**config.mk**
```make
export PLATFORM = sky130hd
export DESIGN_NAME = sac_top
export DESIGN_NICKNAME = d
export VERILOG_FILES = /design/src/hdl/sac_pkg.sv /design/src/hdl/sac_clkgen.sv /design/src/hdl/sac_top.sv
export SDC_FILE = /design/constraint.sdc
export NUM_CORES = 1
export LEC_CHECK = 0
export ABC_AREA = 1
export BUFFER_PORTS_ARGS = -buffer_cell sky130_fd_sc_hd__buf_2
export CORE_MARGIN = 8
export CORE_UTILIZATION = 59
export CTS_CLUSTER_SIZE = 20
export DETAILED_ROUTE_END_ITERATION = 8
export PLACE_DENSITY = 0.9
export SETUP_SLACK_MARGIN = 0.05
export SKIP_LAST_GASP = 1
export SYNTH_ARGS = -nofsm -noshare
export SYNTH_HDL_FRONTEND = slang
export SYNTH_SLANG_ARGS = --single-unit
export TNS_END_PERCENT = 5
```
**constraint.sdc**
```tcl
create_clock -name aclk -period 3.7 [get_ports aclk]
set_input_delay 0 -clock aclk [delete_from_list [all_inputs] [get_ports aclk]]
set_output_delay 0 -clock aclk [all_outputs]
set_load 0.005 [all_outputs]
```
**src/hdl/sac_pkg.sv**
```systemverilog
package sac_pkg;
	localparam int ADDR_W = 5;
	localparam int RES_W = 10;
	localparam int NUM_CHAN = 7;
	localparam int NUM_REGS = 7;

	// Byte offsets of the registers.
	localparam logic [ADDR_W-1:0] OFF_CTRL_FIRST = 5'h00;
	localparam logic [ADDR_W-1:0] OFF_CTRL_SECOND = 5'h04;
	localparam logic [ADDR_W-1:0] OFF_RES_HIGH = 5'h08;
	localparam logic [ADDR_W-1:0] OFF_RES_LOW = 5'h0C;
	localparam logic [ADDR_W-1:0] OFF_IRQ_STATUS = 5'h10;
	localparam logic [ADDR_W-1:0] OFF_IRQ_CLEAR = 5'h14;
	localparam logic [ADDR_W-1:0] OFF_IRQ_ENABLE = 5'h18;

	// Positions in the one-hot register select.
	localparam int SEL_CTRL_FIRST = 0;
	localparam int SEL_CTRL_SECOND = 1;
	localparam int SEL_RES_HIGH = 2;
	localparam int SEL_RES_LOW = 3;
	localparam int SEL_IRQ_STATUS = 4;
	localparam int SEL_IRQ_CLEAR = 5;
	localparam int SEL_IRQ_ENABLE = 6;

	// Field positions.
	localparam int F_ENABLE = 0;
	localparam int F_GO = 1;
	localparam int F_CHS_LO = 2;
	localparam int F_CHS_HI = 6;
	localparam int F_PREF_LO = 0;
	localparam int F_PREF_HI = 1;
	localparam int F_CKS_LO = 4;
	localparam int F_CKS_HI = 6;
	localparam int F_JUSTIFY = 7;
	localparam int F_DONE = 0;

	// Values after reset.
	localparam logic [4:0] RST_CHS = 5'h00;
	localparam logic [2:0] RST_CKS = 3'h0;
	localparam logic [1:0] RST_PREF = 2'h0;
	localparam logic [7:0] RST_RESULT = 8'h00;

	// Channel codes and clock codes.
	localparam logic [4:0] CHS_PIN_LAST = 5'h03;
	localparam logic [4:0] CHS_TEMP = 5'h1D;
	localparam logic [4:0] CHS_DAC = 5'h1E;
	localparam logic [4:0] CHS_REFBUF = 5'h1F;
	localparam logic [1:0] CKS_RC_LOW = 2'h3;

	// Sequencing counts: steps in half periods of the conversion clock, the RC start wait in system cycles.
	localparam logic [4:0] STEP_FIRST_BIT = 5'h02;
	localparam logic [4:0] STEP_LAST = 5'h16;
	localparam logic [3:0] RC_START_WAIT = 4'h4;

	localparam logic [1:0] RESP_OKAY = 2'h0;
	localparam logic [1:0] RESP_SLVERR = 2'h2;

	typedef enum logic [1:0] {ST_IDLE, ST_WAIT, ST_CONV} sac_state_t;

	function automatic logic [NUM_REGS-1:0] sac_decode(input logic [ADDR_W-1:0] a);
		case (a)
			OFF_CTRL_FIRST: return 7'h01;
			OFF_CTRL_SECOND: return 7'h02;
			OFF_RES_HIGH: return 7'h04;
			OFF_RES_LOW: return 7'h08;
			OFF_IRQ_STATUS: return 7'h10;
			OFF_IRQ_CLEAR: return 7'h20;
			OFF_IRQ_ENABLE: return 7'h40;
			default: return 7'h00;
		endcase
	endfunction : sac_decode

	// Half period of the divided clock in system cycles; zero selects the RC source.
	function automatic logic [5:0] sac_half_period(input logic [2:0] cks);
		case (cks)
			3'h0: return 6'h01;
			3'h4: return 6'h02;
			3'h1: return 6'h04;
			3'h5: return 6'h08;
			3'h2: return 6'h10;
			3'h6: return 6'h20;
			default: return 6'h00;
		endcase
	endfunction : sac_half_period

	function automatic logic [NUM_CHAN-1:0] sac_chan_onehot(input logic [4:0] channel_select_field);
		logic [NUM_CHAN-1:0] v;
		v = '0;
		if (channel_select_field <= CHS_PIN_LAST) begin
			v[channel_select_field[1:0]] = 1'b1;
		end else if (channel_select_field == CHS_TEMP) begin
			v[4] = 1'b1;
		end else if (channel_select_field == CHS_DAC) begin
			v[5] = 1'b1;
		end else if (channel_select_field == CHS_REFBUF) begin
			v[6] = 1'b1;
		end
		return v;
	endfunction : sac_chan_onehot

	// Returns the high byte above the low byte.
	function automatic logic [15:0] sac_format(input logic [RES_W-1:0] r, input logic right);
		if (right) begin
			return {6'h00, r};
		end
		return {r[9:2], r[1:0], 6'h00};
	endfunction : sac_format
endpackage : sac_pkg

```
**src/hdl/sac_clkgen.sv**
```systemverilog
`timescale 1ns/1ps
`default_nettype none
module sac_clkgen
	import sac_pkg::*;
(
	// Clock and reset.
	input wire logic aclk,
	input wire logic aresetn,
	// Control.
	input wire logic run,
	input wire logic [2:0] cks,
	// Dedicated RC oscillator, asynchronous to aclk.
	input wire logic rc_osc,
	// One pulse per half period of the conversion clock.
	output logic half_tick
);
	logic [2:0] rc_sync_r;
	logic rc_lvl_r;
	logic [5:0] cnt_r;
	logic [5:0] half_len;
	logic rc_edge;

	assign half_len = sac_half_period(cks);
	assign rc_edge = (rc_sync_r[1] == rc_sync_r[2]) && (rc_sync_r[2] != rc_lvl_r);

	always_ff @(posedge aclk) begin
		if (!aresetn) begin
			rc_sync_r <= 3'h0;
		end else begin
			rc_sync_r <= {rc_sync_r[1:0], rc_osc};
		end
	end

	always_ff @(posedge aclk) begin
		if (!aresetn) begin
			rc_lvl_r <= 1'b0;
		end else if (rc_sync_r[1] == rc_sync_r[2]) begin
			rc_lvl_r <= rc_sync_r[2];
		end
	end

	// The divided clock counts aclk cycles, so it scales with any change of aclk.
	always_ff @(posedge aclk) begin
		if (!aresetn || !run) begin
			cnt_r <= 6'h00;
			half_tick <= 1'b0;
		end else if (half_len == 6'h00) begin
			cnt_r <= 6'h00;
			half_tick <= rc_edge;
		end else if (cnt_r >= half_len - 6'h01) begin
			cnt_r <= 6'h00;
			half_tick <= 1'b1;
		end else begin
			cnt_r <= cnt_r + 6'h01;
			half_tick <= 1'b0;
		end
	end
endmodule : sac_clkgen
`default_nettype wire

```
**src/hdl/sac_top.sv**
```systemverilog
`timescale 1ns/1ps
`default_nettype none
// Operation
// - Ten-bit successive approximation result stored in high and low result registers.
// - Seven sources: four pins, temperature sensor, DAC output, reference buffer.
// - Channel field of first control register picks the one source for sampling.
// - Positive reference field picks external reference pin or supply rail.
// - Clock field maps codes to system clock divide by 2 to 64 or RC.
// - A conversion lasts eleven and a half conversion clock periods.
// - Divided clocks follow the system clock; only RC is independent.
// - Completion flag is set at every completed conversion, interrupt enable or not; an abort leaves it clear.
// - Completion flag stays set until software clears it.
// - Flag and enable both set raise interrupt, which also wakes from sleep.
// - Conversions continue in sleep only with the RC clock selected.
// - Justify bit picks left or right placement of the result.
// - Completion clears go, sets the flag and loads both result registers.
// - Converter runs only when enabled; writing one to go starts it.
// - Right justify zeroes six upper high bits; left zeroes six lower low bits.
// - Codes 0 to 3 pins, 1D temperature, 1E DAC, 1F buffer; others nothing.
module sac_top
	import sac_pkg::*;
(
	// Clock and reset.
	input wire logic aclk,
	input wire logic aresetn,
	// AXI4-Lite write address.
	input wire logic [ADDR_W-1:0] s_axi_awaddr,
	input wire logic s_axi_awvalid,
	output logic s_axi_awready,
	// AXI4-Lite write data.
	input wire logic [31:0] s_axi_wdata,
	input wire logic [3:0] s_axi_wstrb,
	input wire logic s_axi_wvalid,
	output logic s_axi_wready,
	// AXI4-Lite write response.
	output logic [1:0] s_axi_bresp,
	output logic s_axi_bvalid,
	input wire logic s_axi_bready,
	// AXI4-Lite read address.
	input wire logic [ADDR_W-1:0] s_axi_araddr,
	input wire logic s_axi_arvalid,
	output logic s_axi_arready,
	// AXI4-Lite read data.
	output logic [31:0] s_axi_rdata,
	output logic [1:0] s_axi_rresp,
	output logic s_axi_rvalid,
	input wire logic s_axi_rready,
	// Analog front end.
	input wire logic cmp_in,
	input wire logic rc_osc_in,
	output logic [NUM_CHAN-1:0] chan_connect,
	output logic sample_hold,
	output logic [RES_W-1:0] dac_code,
	output logic [1:0] positive_reference_select,
	output logic converter_power,
	// System.
	input wire logic sleep_in,
	output logic irq,
	output logic wake_req
);
	logic awready_r;
	logic wready_r;
	logic bvalid_r;
	logic arready_r;
	logic rvalid_r;
	logic [1:0] bresp_r;
	logic [1:0] rresp_r;
	logic [31:0] rdata_r;
	logic [31:0] wdata_r;
	logic [31:0] rd_word;
	logic wstrb0_r;
	logic [ADDR_W-1:0] awaddr_r;
	logic [NUM_REGS-1:0] wsel;
	logic [NUM_REGS-1:0] rsel;
	logic wr_do;
	logic wr_en;
	logic enable_r;
	logic [4:0] chs_r;
	logic justify_r;
	logic [2:0] cks_r;
	logic [1:0] pref_r;
	logic flag_r;
	logic irq_en_r;
	logic irq_r;
	logic wake_r;
	logic power_r;
	logic hold_r;
	logic [NUM_CHAN-1:0] chan_r;
	sac_state_t state_r;
	logic [3:0] wait_r;
	logic [4:0] step_r;
	logic [RES_W-1:0] sar_r;
	logic [RES_W-1:0] decided_r;
	logic [RES_W-1:0] final_code;
	logic [3:0] bit_r;
	logic last_bit_r;
	logic [7:0] res_high_r;
	logic [7:0] res_low_r;
	logic [2:0] cmp_sync_r;
	logic cmp_r;
	logic half_tick;
	logic busy;
	logic conv;
	logic rc_sel;
	logic start;
	logic abort;
	logic finish;
	logic load;
	logic flag_clr;
	logic [5:0] ht_cnt_r;

	assign s_axi_awready = awready_r;
	assign s_axi_wready = wready_r;
	assign s_axi_bvalid = bvalid_r;
	assign s_axi_bresp = bresp_r;
	assign s_axi_arready = arready_r;
	assign s_axi_rvalid = rvalid_r;
	assign s_axi_rdata = rdata_r;
	assign s_axi_rresp = rresp_r;
	assign chan_connect = chan_r;
	assign sample_hold = hold_r;
	assign dac_code = sar_r;
	assign positive_reference_select = pref_r;
	assign converter_power = power_r;
	assign irq = irq_r;
	assign wake_req = wake_r;

	// A write executes once address and data are both held and no response is pending.
	assign wr_do = !awready_r && !wready_r && !bvalid_r;
	assign wsel = sac_decode(awaddr_r);
	assign rsel = sac_decode(s_axi_araddr);
	assign wr_en = wr_do && wstrb0_r;

	assign busy = (state_r != ST_IDLE);
	assign conv = (state_r == ST_CONV);
	assign rc_sel = (cks_r[1:0] == CKS_RC_LOW);
	assign start = wr_en && wsel[SEL_CTRL_FIRST] && wdata_r[F_GO] && wdata_r[F_ENABLE] &&
		enable_r && !busy;
	assign abort = busy && ((wr_en && wsel[SEL_CTRL_FIRST] &&
		!(wdata_r[F_GO] && wdata_r[F_ENABLE])) || (sleep_in && !rc_sel));
	assign finish = conv && half_tick && (step_r == STEP_LAST) && !abort;
	assign load = finish || abort;
	assign flag_clr = wr_en && wsel[SEL_IRQ_CLEAR] && wdata_r[F_DONE];
	// Undecided bits of a cut-short conversion repeat the last decided bit.
	assign final_code = (sar_r & decided_r) | ({RES_W{last_bit_r}} & ~decided_r);

	sac_clkgen u_clkgen (
		.aclk(aclk),
		.aresetn(aresetn),
		.run(conv),
		.cks(cks_r),
		.rc_osc(rc_osc_in),
		.half_tick(half_tick)
	);

	always_ff @(posedge aclk) begin
		if (!aresetn) begin
			awready_r <= 1'b1;
			wready_r <= 1'b1;
			bvalid_r <= 1'b0;
			bresp_r <= RESP_OKAY;
			awaddr_r <= '0;
			wdata_r <= 32'h00000000;
			wstrb0_r <= 1'b0;
		end else begin
			if (s_axi_awvalid && awready_r) begin
				awready_r <= 1'b0;
				awaddr_r <= s_axi_awaddr;
			end
			if (s_axi_wvalid && wready_r) begin
				wready_r <= 1'b0;
				wdata_r <= s_axi_wdata;
				wstrb0_r <= s_axi_wstrb[0];
			end
			if (wr_do) begin
				awready_r <= 1'b1;
				wready_r <= 1'b1;
				bvalid_r <= 1'b1;
				bresp_r <= (wsel != '0) ? RESP_OKAY : RESP_SLVERR;
			end else if (bvalid_r && s_axi_bready) begin
				bvalid_r <= 1'b0;
			end
		end
	end

	always_comb begin
		rd_word = 32'h00000000;
		if (rsel[SEL_CTRL_FIRST]) begin
			rd_word[7:0] = {1'b0, chs_r, busy, enable_r};
		end
		if (rsel[SEL_CTRL_SECOND]) begin
			rd_word[7:0] = {justify_r, cks_r, 2'h0, pref_r};
		end
		if (rsel[SEL_RES_HIGH]) begin
			rd_word[7:0] = res_high_r;
		end
		if (rsel[SEL_RES_LOW]) begin
			rd_word[7:0] = res_low_r;
		end
		if (rsel[SEL_IRQ_STATUS]) begin
			rd_word[F_DONE] = flag_r;
		end
		if (rsel[SEL_IRQ_ENABLE]) begin
			rd_word[F_DONE] = irq_en_r;
		end
	end

	always_ff @(posedge aclk) begin
		if (!aresetn) begin
			arready_r <= 1'b1;
			rvalid_r <= 1'b0;
			rdata_r <= 32'h00000000;
			rresp_r <= RESP_OKAY;
		end else if (s_axi_arvalid && arready_r) begin
			arready_r <= 1'b0;
			rvalid_r <= 1'b1;
			rdata_r <= rd_word;
			rresp_r <= (rsel != '0) ? RESP_OKAY : RESP_SLVERR;
		end else if (rvalid_r && s_axi_rready) begin
			rvalid_r <= 1'b0;
			arready_r <= 1'b1;
		end
	end

	always_ff @(posedge aclk) begin
		if (!aresetn) begin
			enable_r <= 1'b0;
			chs_r <= RST_CHS;
		end else if (wr_en && wsel[SEL_CTRL_FIRST]) begin
			enable_r <= wdata_r[F_ENABLE];
			chs_r <= wdata_r[F_CHS_HI:F_CHS_LO];
		end
	end

	always_ff @(posedge aclk) begin
		if (!aresetn) begin
			justify_r <= 1'b0;
			cks_r <= RST_CKS;
			pref_r <= RST_PREF;
		end else if (wr_en && wsel[SEL_CTRL_SECOND]) begin
			justify_r <= wdata_r[F_JUSTIFY];
			cks_r <= wdata_r[F_CKS_HI:F_CKS_LO];
			pref_r <= wdata_r[F_PREF_HI:F_PREF_LO];
		end
	end

	always_ff @(posedge aclk) begin
		if (!aresetn) begin
			irq_en_r <= 1'b0;
		end else if (wr_en && wsel[SEL_IRQ_ENABLE]) begin
			irq_en_r <= wdata_r[F_DONE];
		end
	end

	// A completion in the cycle of a clear wins, so no event is lost.
	always_ff @(posedge aclk) begin
		if (!aresetn) begin
			flag_r <= 1'b0;
		end else begin
			flag_r <= finish | (flag_r & ~flag_clr);
		end
	end

	always_ff @(posedge aclk) begin
		if (!aresetn) begin
			irq_r <= 1'b0;
			wake_r <= 1'b0;
		end else begin
			irq_r <= flag_r && irq_en_r;
			wake_r <= sleep_in && flag_r && irq_en_r;
		end
	end

	// In sleep the analog part stays powered only for an RC conversion, or to idle
	// with the RC clock selected and interrupts enabled; the enable bit itself is left untouched.
	always_ff @(posedge aclk) begin
		if (!aresetn) begin
			power_r <= 1'b0;
		end else begin
			power_r <= enable_r && !(sleep_in && (!rc_sel || (!busy && !irq_en_r)));
		end
	end

	always_ff @(posedge aclk) begin
		if (!aresetn) begin
			chan_r <= '0;
		end else begin
			chan_r <= enable_r ? sac_chan_onehot(chs_r) : '0;
		end
	end

	// The comparator settles asynchronously, so it is filtered before use. This costs
	// four cycles, which is why the three fastest divider settings give unreliable bits.
	always_ff @(posedge aclk) begin
		if (!aresetn) begin
			cmp_sync_r <= 3'h0;
		end else begin
			cmp_sync_r <= {cmp_sync_r[1:0], cmp_in};
		end
	end

	always_ff @(posedge aclk) begin
		if (!aresetn) begin
			cmp_r <= 1'b0;
		end else if (cmp_sync_r[1] == cmp_sync_r[2]) begin
			cmp_r <= cmp_sync_r[2];
		end
	end

	// The RC source waits a few cycles before converting so that sleep can be entered.
	always_ff @(posedge aclk) begin
		if (!aresetn) begin
			state_r <= ST_IDLE;
			hold_r <= 1'b0;
			wait_r <= 4'h0;
		end else begin
			case (state_r)
				ST_IDLE: begin
					wait_r <= 4'h0;
					if (start) begin
						state_r <= rc_sel ? ST_WAIT : ST_CONV;
						hold_r <= !rc_sel;
					end
				end
				ST_WAIT: begin
					wait_r <= wait_r + 4'h1;
					if (abort) begin
						state_r <= ST_IDLE;
					end else if (wait_r == RC_START_WAIT - 4'h1) begin
						state_r <= ST_CONV;
						hold_r <= 1'b1;
					end
				end
				ST_CONV: begin
					if (load) begin
						state_r <= ST_IDLE;
						hold_r <= 1'b0;
					end
				end
				default: begin
					state_r <= ST_IDLE;
					hold_r <= 1'b0;
				end
			endcase
		end
	end

	// Even half periods 2 to 20 put a trial bit on the DAC, odd ones 3 to 21 keep or drop it.
	always_ff @(posedge aclk) begin
		if (!aresetn) begin
			step_r <= 5'h00;
			sar_r <= '0;
			decided_r <= '0;
			bit_r <= 4'h0;
			last_bit_r <= 1'b0;
		end else if (start) begin
			step_r <= 5'h00;
			sar_r <= '0;
			decided_r <= '0;
			bit_r <= 4'(RES_W - 1);
			last_bit_r <= 1'b0;
		end else if (conv && half_tick) begin
			step_r <= step_r + 5'h01;
			if (!step_r[0] && step_r >= STEP_FIRST_BIT && step_r < STEP_LAST) begin
				sar_r[bit_r] <= 1'b1;
			end
			if (step_r[0] && step_r > STEP_FIRST_BIT) begin
				sar_r[bit_r] <= cmp_r;
				decided_r[bit_r] <= 1'b1;
				last_bit_r <= cmp_r;
				bit_r <= bit_r - 4'h1;
			end
		end
	end

	always_ff @(posedge aclk) begin
		if (!aresetn) begin
			res_high_r <= RST_RESULT;
			res_low_r <= RST_RESULT;
		end else if (load) begin
			{res_high_r, res_low_r} <= sac_format(final_code, justify_r);
		end
	end

	always_ff @(posedge aclk) begin
		if (!aresetn) begin
			ht_cnt_r <= 6'h00;
		end else if (start) begin
			ht_cnt_r <= 6'h00;
		end else if (conv && half_tick) begin
			ht_cnt_r <= ht_cnt_r + 6'h01;
		end
	end
endmodule : sac_top
`default_nettype wire

```
======== Word-level counts from Yosys, hierarchy flattened ========
Index checks and enable logic that the tools add are counted.
storage, ports and cells
  register bits ........................... 123
  input port bits ......................... 56
  output and inout port bits .............. 64
operators by class
  bitwise operators ....................... 11
  $add $sub $neg .......................... 5
  eq/ne operators ......................... 33
  order comparisons ....................... 9
  multiplexer cells ....................... 52
  reduce and logical (&&, ||, !) cells .... 76
operators by type and width
  cell                                                  number
  one-hot mux 7 bit (7 select lines)                    2
  equality test 5 bit (second input constant)           10
  2-to-1 mux 10 bit                                     5
  logical AND 1 bit                                     36
  one-hot mux 6 bit (6 select lines)                    1
  2-to-1 mux 16 bit                                     2
  bitwise OR 10 bit                                     3
  2-to-1 mux 8 bit                                      3
  2-to-1 mux 1 bit                                      22
  AND 10 bit                                            2
  equality test 5 x 4 -> 1 bit (second input constant)  4
  2-to-1 mux 2 bit                                      7
  nonzero test 7 bit                                    2
  zero test 1 bit                                       12
  2-to-1 mux 4 bit                                      3
  nonzero test 2 bit                                    6
  bitwise mux 10 bit                                    1
  equality test 5 x 3 -> 1 bit (second input constant)  2
  zero test 5 bit                                       2
  NOT 10 bit                                            1
  equality test 3 bit (second input constant)           3
  one-hot mux 4 bit (2 select lines)                    1
  2-to-1 mux 7 bit                                      1
  adder 6 x 1 -> 6 bit (second input constant)          1
  41 further kinds                                      54

======== Longest topological paths before layout ========
  depth in word-level cells ............... 14
  mapped depth ............................ 11

======== Hierarchy ========
Synthesis repeated with hierarchy kept, for this count alone.
second synthesis, totals
  cells, all modules ...................... 753
  area total of the unflattened synthesis .. 5601.6 µm²
by module, submodules not included
  module      instances  cells each  sequential area each (µm²)  area an instance (µm²)
  sac_top     1          662         2202.1                      4921.0
  sac_clkgen  1          91          220.2                       680.7

======== Worst setup path before layout ========
OpenSTA, ideal clock, no wires.
  path type ............................... flip-flop to flip-flop
  from .................................... register cks_r[1]
  to ...................................... register u_clkgen.cnt_r[0]
  arrival time ............................ 1.387 ns
  cell stages (with the launch flop) ...... 10
  period minus slack after synthesis ...... 1.453 ns
  buffers on the path ..................... 0
  required time ........................... 3.635 ns
  setup slack ............................. 2.247 ns
  cells stage by stage .................... dfxtp_1 > nand2_2 > ha_1 > nand2_1 > inv_1 > o211ai_1 > o2111ai_1 > nor2_1 > nand2_1 > nor2_1
on the way
  cells in the longest elaborated chain, start to end .. 5
  elaborated cells between the ends (all ways) .. 11
  classes of those cells .................. add/sub (1); order compare (1); eq/ne (5); mux (1); reduce/logical (3)
ends and longest elaborated chain
  what                                         RTL line          text
  start, declared                              sac_top.sv:80     logic [2:0] cks_r;
  start signal, assigned                       sac_top.sv:242    cks_r <= wdata_r[F_CKS_HI:F_CKS_LO];
  equality test 3 bit (tied with other cells)  sac_pkg.sv:75     case (cks)
  one-hot mux 6 bit (6 select lines) *         sac_pkg.sv:75
  subtractor 6 x 1 -> 6 bit                    sac_clkgen.sv:50  end else if (cnt_r >= half_len - 6'h01) begin
  >= comparator 6 bit                          sac_clkgen.sv:50
  OR reduction 3 bit (no line) *               -
  end signal, assigned                         sac_clkgen.sv:54  cnt_r <= cnt_r + 6'h01;
  end, declared                                sac_clkgen.sv:19  logic [5:0] cnt_r;
Mark *: on every way between the ends. The rest lies on a longest branch, timed or not.
A chain may end at the register's enable or synchronous reset.

======== Final worst setup path ========
  from .................................... register cks_r[0]
  to ...................................... register u_clkgen.cnt_r[2]
Same word-level chain as after synthesis.

==> results.sh <==
export IMPL_status="complete, no violations"
export IMPL_hpwlAfterDp_mm=9.26
export IMPL_cts_made_buffers=17
export IMPL_boundaryPins=120
export IMPL_die_x_um=113
export IMPL_grt_start_max_net_pins=52
export IMPL_cts_sink_cnt=121
export IMPL_global_route_total_usage_across_every_layer_pct=26.4
export IMPL_grt_setup_unrepaired="false"
export IMPL_first_global_vias=5586
export IMPL_post_synthesis_share_of_cell_area_spent_on_and_or_nand_and_nor_gates_pct=23.1
export IMPL_synth_top_flop_cell="sky130_fd_sc_hd__dfxtp_1"
export IMPL_netlist_instances=719
export IMPL_clock_fmax_ghz=0.497
export IMPL_drt_antenna_violating_nets=0
export IMPL_critical_path_max_fanout=6
export IMPL_pwr_cell_area_nw_per_um2=475
export IMPL_proportion_of_netlist_area_held_by_the_largest_area_contributor_pct=43.6
export IMPL_netlist_top_cells_area="sky130_fd_sc_hd__dfxtp_1 44%, sky130_fd_sc_hd__nor2_1 6.7%, sky130_fd_sc_hd__nand2_1 6.2%, sky130_fd_sc_hd__a21oi_1 6.0%, sky130_fd_sc_hd__inv_1 5.5%"
export IMPL_post_route_period_util_pct=54.4
export IMPL_clockBufferDepth=2
export IMPL_placedCellCount=875
export IMPL_synth_warnings=0
export IMPL_synth_top_family_by_area="simple AND/OR/NAND/NOR gates"
export IMPL_post_drt_via_cell_ratio=5.95
export IMPL_std_cell_rows=35
export IMPL_final_cell_count_no_fill=938
export IMPL_place_congestion=0.882
export IMPL_h_tree_depth_reported_by_cts=4
export IMPL_synth_fa_ha_area_share_pct=3.15
export IMPL_final_hold_viol_count=0
export IMPL_start_util_pct=60.4
export IMPL_skew_ps=9.67
export IMPL_clock_root_buffer="sky130_fd_sc_hd__clkbuf_8"
export IMPL_worst_pin_slew_ps=1100
export IMPL_yosys_area_share_xor_xnor_pct=0.945
export IMPL_leakagePower_uw=0.00296
export IMPL_grt_antenna_before_repair=0
export IMPL_clk_insertion_delay_late_ps=530
export IMPL_finalSetupTns_ps=0
export IMPL_tritoncts="built"
export IMPL_muxShareOfSynthArea_pct=2.16
export IMPL_slew_headroom_pct=26.5
export IMPL_timing_critical_path_arrival_ps=2470
export IMPL_synth_area_per_cell_um2=7.73
export IMPL_final_period_demand_of_the_worst_path_ps=2010
export IMPL_finalNetCount=884
export IMPL_finalSetupViolCount=0
export IMPL_cts_post_setup_buffers_inserted=0
export IMPL_report_power_total_uw=3190
export IMPL_finalMaxSlewViolations=0
export IMPL_finalHoldWorstSlack_ps=16.1
export IMPL_postCtsHoldBufs=31
export IMPL_first_pass_detailed_route_iteration_total=6
export IMPL_worst_setup_path_class="flop to flop"
export IMPL_synth_ff_latch_count=121
export IMPL_drt_wirelength_per_cell_um=17.8
export IMPL_num_vias=5579
export IMPL_mappedNetlistArea_um2=5560
export IMPL_post_route_cells_drive_above_1_share_pct=15.0
export IMPL_chipHeight_um=113
export IMPL_worst_hold_path_type="input port to flop"
export IMPL_post_detailed_route_drc_marker_count=0
export IMPL_overflow=0
export IMPL_fp_dieArea_um2=12800
export IMPL_global_route_wire_length_before_repair_mm=26.9
export IMPL_layout_area_overhead_vs_synth_pct=20.7
export IMPL_detail_route_wirelength_mm=16.7
export IMPL_synth_compound_area_share_pct=15.1
export IMPL_setup_worst_path_end_class="flop"
export IMPL_synth_edff_count=0
export IMPL_ys_async_sr_fraction_pct=0
export IMPL_timing_critical_path_required_ps=4160
export IMPL_port_buffer_count=66
export IMPL_ir_worst_vdd_mv=0.272
export IMPL_post_synth_num_cell_types=47
export IMPL_clk_transition_reported_paths_ps=60
export IMPL_core_area_um2=9200
export IMPL_post_synth_top_count_cell="sky130_fd_sc_hd__dfxtp_1"
export IMPL_drtIter0Drc=709
export IMPL_maxCapViolCount=0
export IMPL_worstSetupStartpointType="flop"
export IMPL_final_core_utilization_pct=73.0
export IMPL_number_of_antenna_cells_inserted=0
export IMPL_yosysTopAreaCell="sky130_fd_sc_hd__dfxtp_1"
export IMPL_gates_resized_cts_repair=0
export IMPL_synth_common_cells="121 x sky130_fd_sc_hd__dfxtp_1, 99 x sky130_fd_sc_hd__nor2_1, 92 x sky130_fd_sc_hd__nand2_1"
export IMPL_yosysSeqAreaShare_pct=43.6
==> registers in the layout, indices dropped and copies added, names as in the netlist, 5 cells and up, named ones only <==
signal          count
awaddr_r            5
chan_connect        7
chs_r               5
dac_code            9
decided_r          10
res_high_r          8
res_low_r           8
s_axi_rdata         8
step_r              5
u_clkgen.cnt_r      6
wdata_r             8
==> path summary, 6_finish.rpt <==
path,slack (ps),startpoint,endpoint,cells past startpoint
min,20,s_axi_arvalid,s_axi_rdata[6]$_SDFFE_PN0P_,4
min reg2reg,410,u_clkgen.rc_sync_r[0]$_SDFF_PN0_,u_clkgen.rc_sync_r[1]$_SDFF_PN0_,2
max reg2reg,1690,cks_r[0]$_SDFFE_PN0P_,u_clkgen.cnt_r[2]$_SDFF_PP0_,9
max,1690,cks_r[0]$_SDFFE_PN0P_,u_clkgen.cnt_r[2]$_SDFF_PP0_,9
==> worst max-delay path, stage by stage, from the launching register on <==
cell and delay, ps:
sky130_fd_sc_hd__dfxtp_1 460, sky130_fd_sc_hd__nand2_2 150, sky130_fd_sc_hd__ha_1 350, sky130_fd_sc_hd__nand2_1 100
sky130_fd_sc_hd__inv_1 60, sky130_fd_sc_hd__o211ai_1 110, sky130_fd_sc_hd__o2111ai_1 200, sky130_fd_sc_hd__nor2_1 200
sky130_fd_sc_hd__nand2_1 170, sky130_fd_sc_hd__nor2_1 130
==> cells by family (layout without fill, tap and decap cells) <==
| kind of cell | Yosys count | after routing |
|---|---|---|
| simple gates | 271 | 271 |
| other cells | 1 | 26 |
| compound gates | 158 | 158 |
| fa+ha+maj | 14 | 14 |
| mux | 12 | 12 |
| flops | 121 | 121 |
| xor+xnor | 6 | 6 |
| buf+inv | 136 | 219 |
==> stage by stage <==
stage	worst slack (ps)	cell area, µm²
global placement	1980	5810
global route	1510	6710
detailed placement	1930	5810
finish	1690	6710
CTS	1890	6710
floorplan	2250	5650
==> cells in the final DEF, fill, tap and decap left out, drive strengths merged, types with 3 or more instances in the layout <==
master | netlist | layout
clkinvlp | 0 | 3
a31oi | 7 | 7
o21ai | 71 | 71
nand4 | 11 | 11
nand3 | 20 | 20
mux2i | 12 | 12
o211ai | 3 | 3
nor4 | 10 | 10
o22ai | 4 | 4
a21oi | 69 | 69
xor2 | 4 | 4
nor3b | 3 | 3
buf | 34 | 67
dlygate4sd3 | 0 | 31
inv | 85 | 87
clkinv | 4 | 9
clkbuf | 13 | 19
dfxtp | 121 | 121
nand2 | 100 | 100
nor3 | 20 | 20
nor2 | 104 | 104
ha | 14 | 14
conb | 1 | 26
bufinv | 0 | 3
==> per-layer routing <==
layer	share of wire, %	wire (µm)	track usage [%]
met3	11	1750	8.79
met1	36	6000	27.3
met4	6.4	1070	19.6
met5	0	0	0
met2	47	7860	44.2
==> final cells by class <==
type | count | area (µm²)
Clock buffer | 19 | 422
Fill cell | 593 | 2490
Timing Repair Buffer | 98 | 648
Multi-Input combinational cell | 487 | 2570
Clock inverter | 13 | 170
Tap cell | 111 | 139
Sequential cell | 121 | 2420
Inverter | 89 | 335
==> where the power goes <==
group	leakage (µW)	internal, µW	switching (µW)	total, µW
combinational	0.00170	66.3	106	172
sequential	0.000981	1330	23.7	1350
clock	0.000279	1030	631	1660
total	0.00296	2430	761	3190
(Power assumes the default switching activity.)
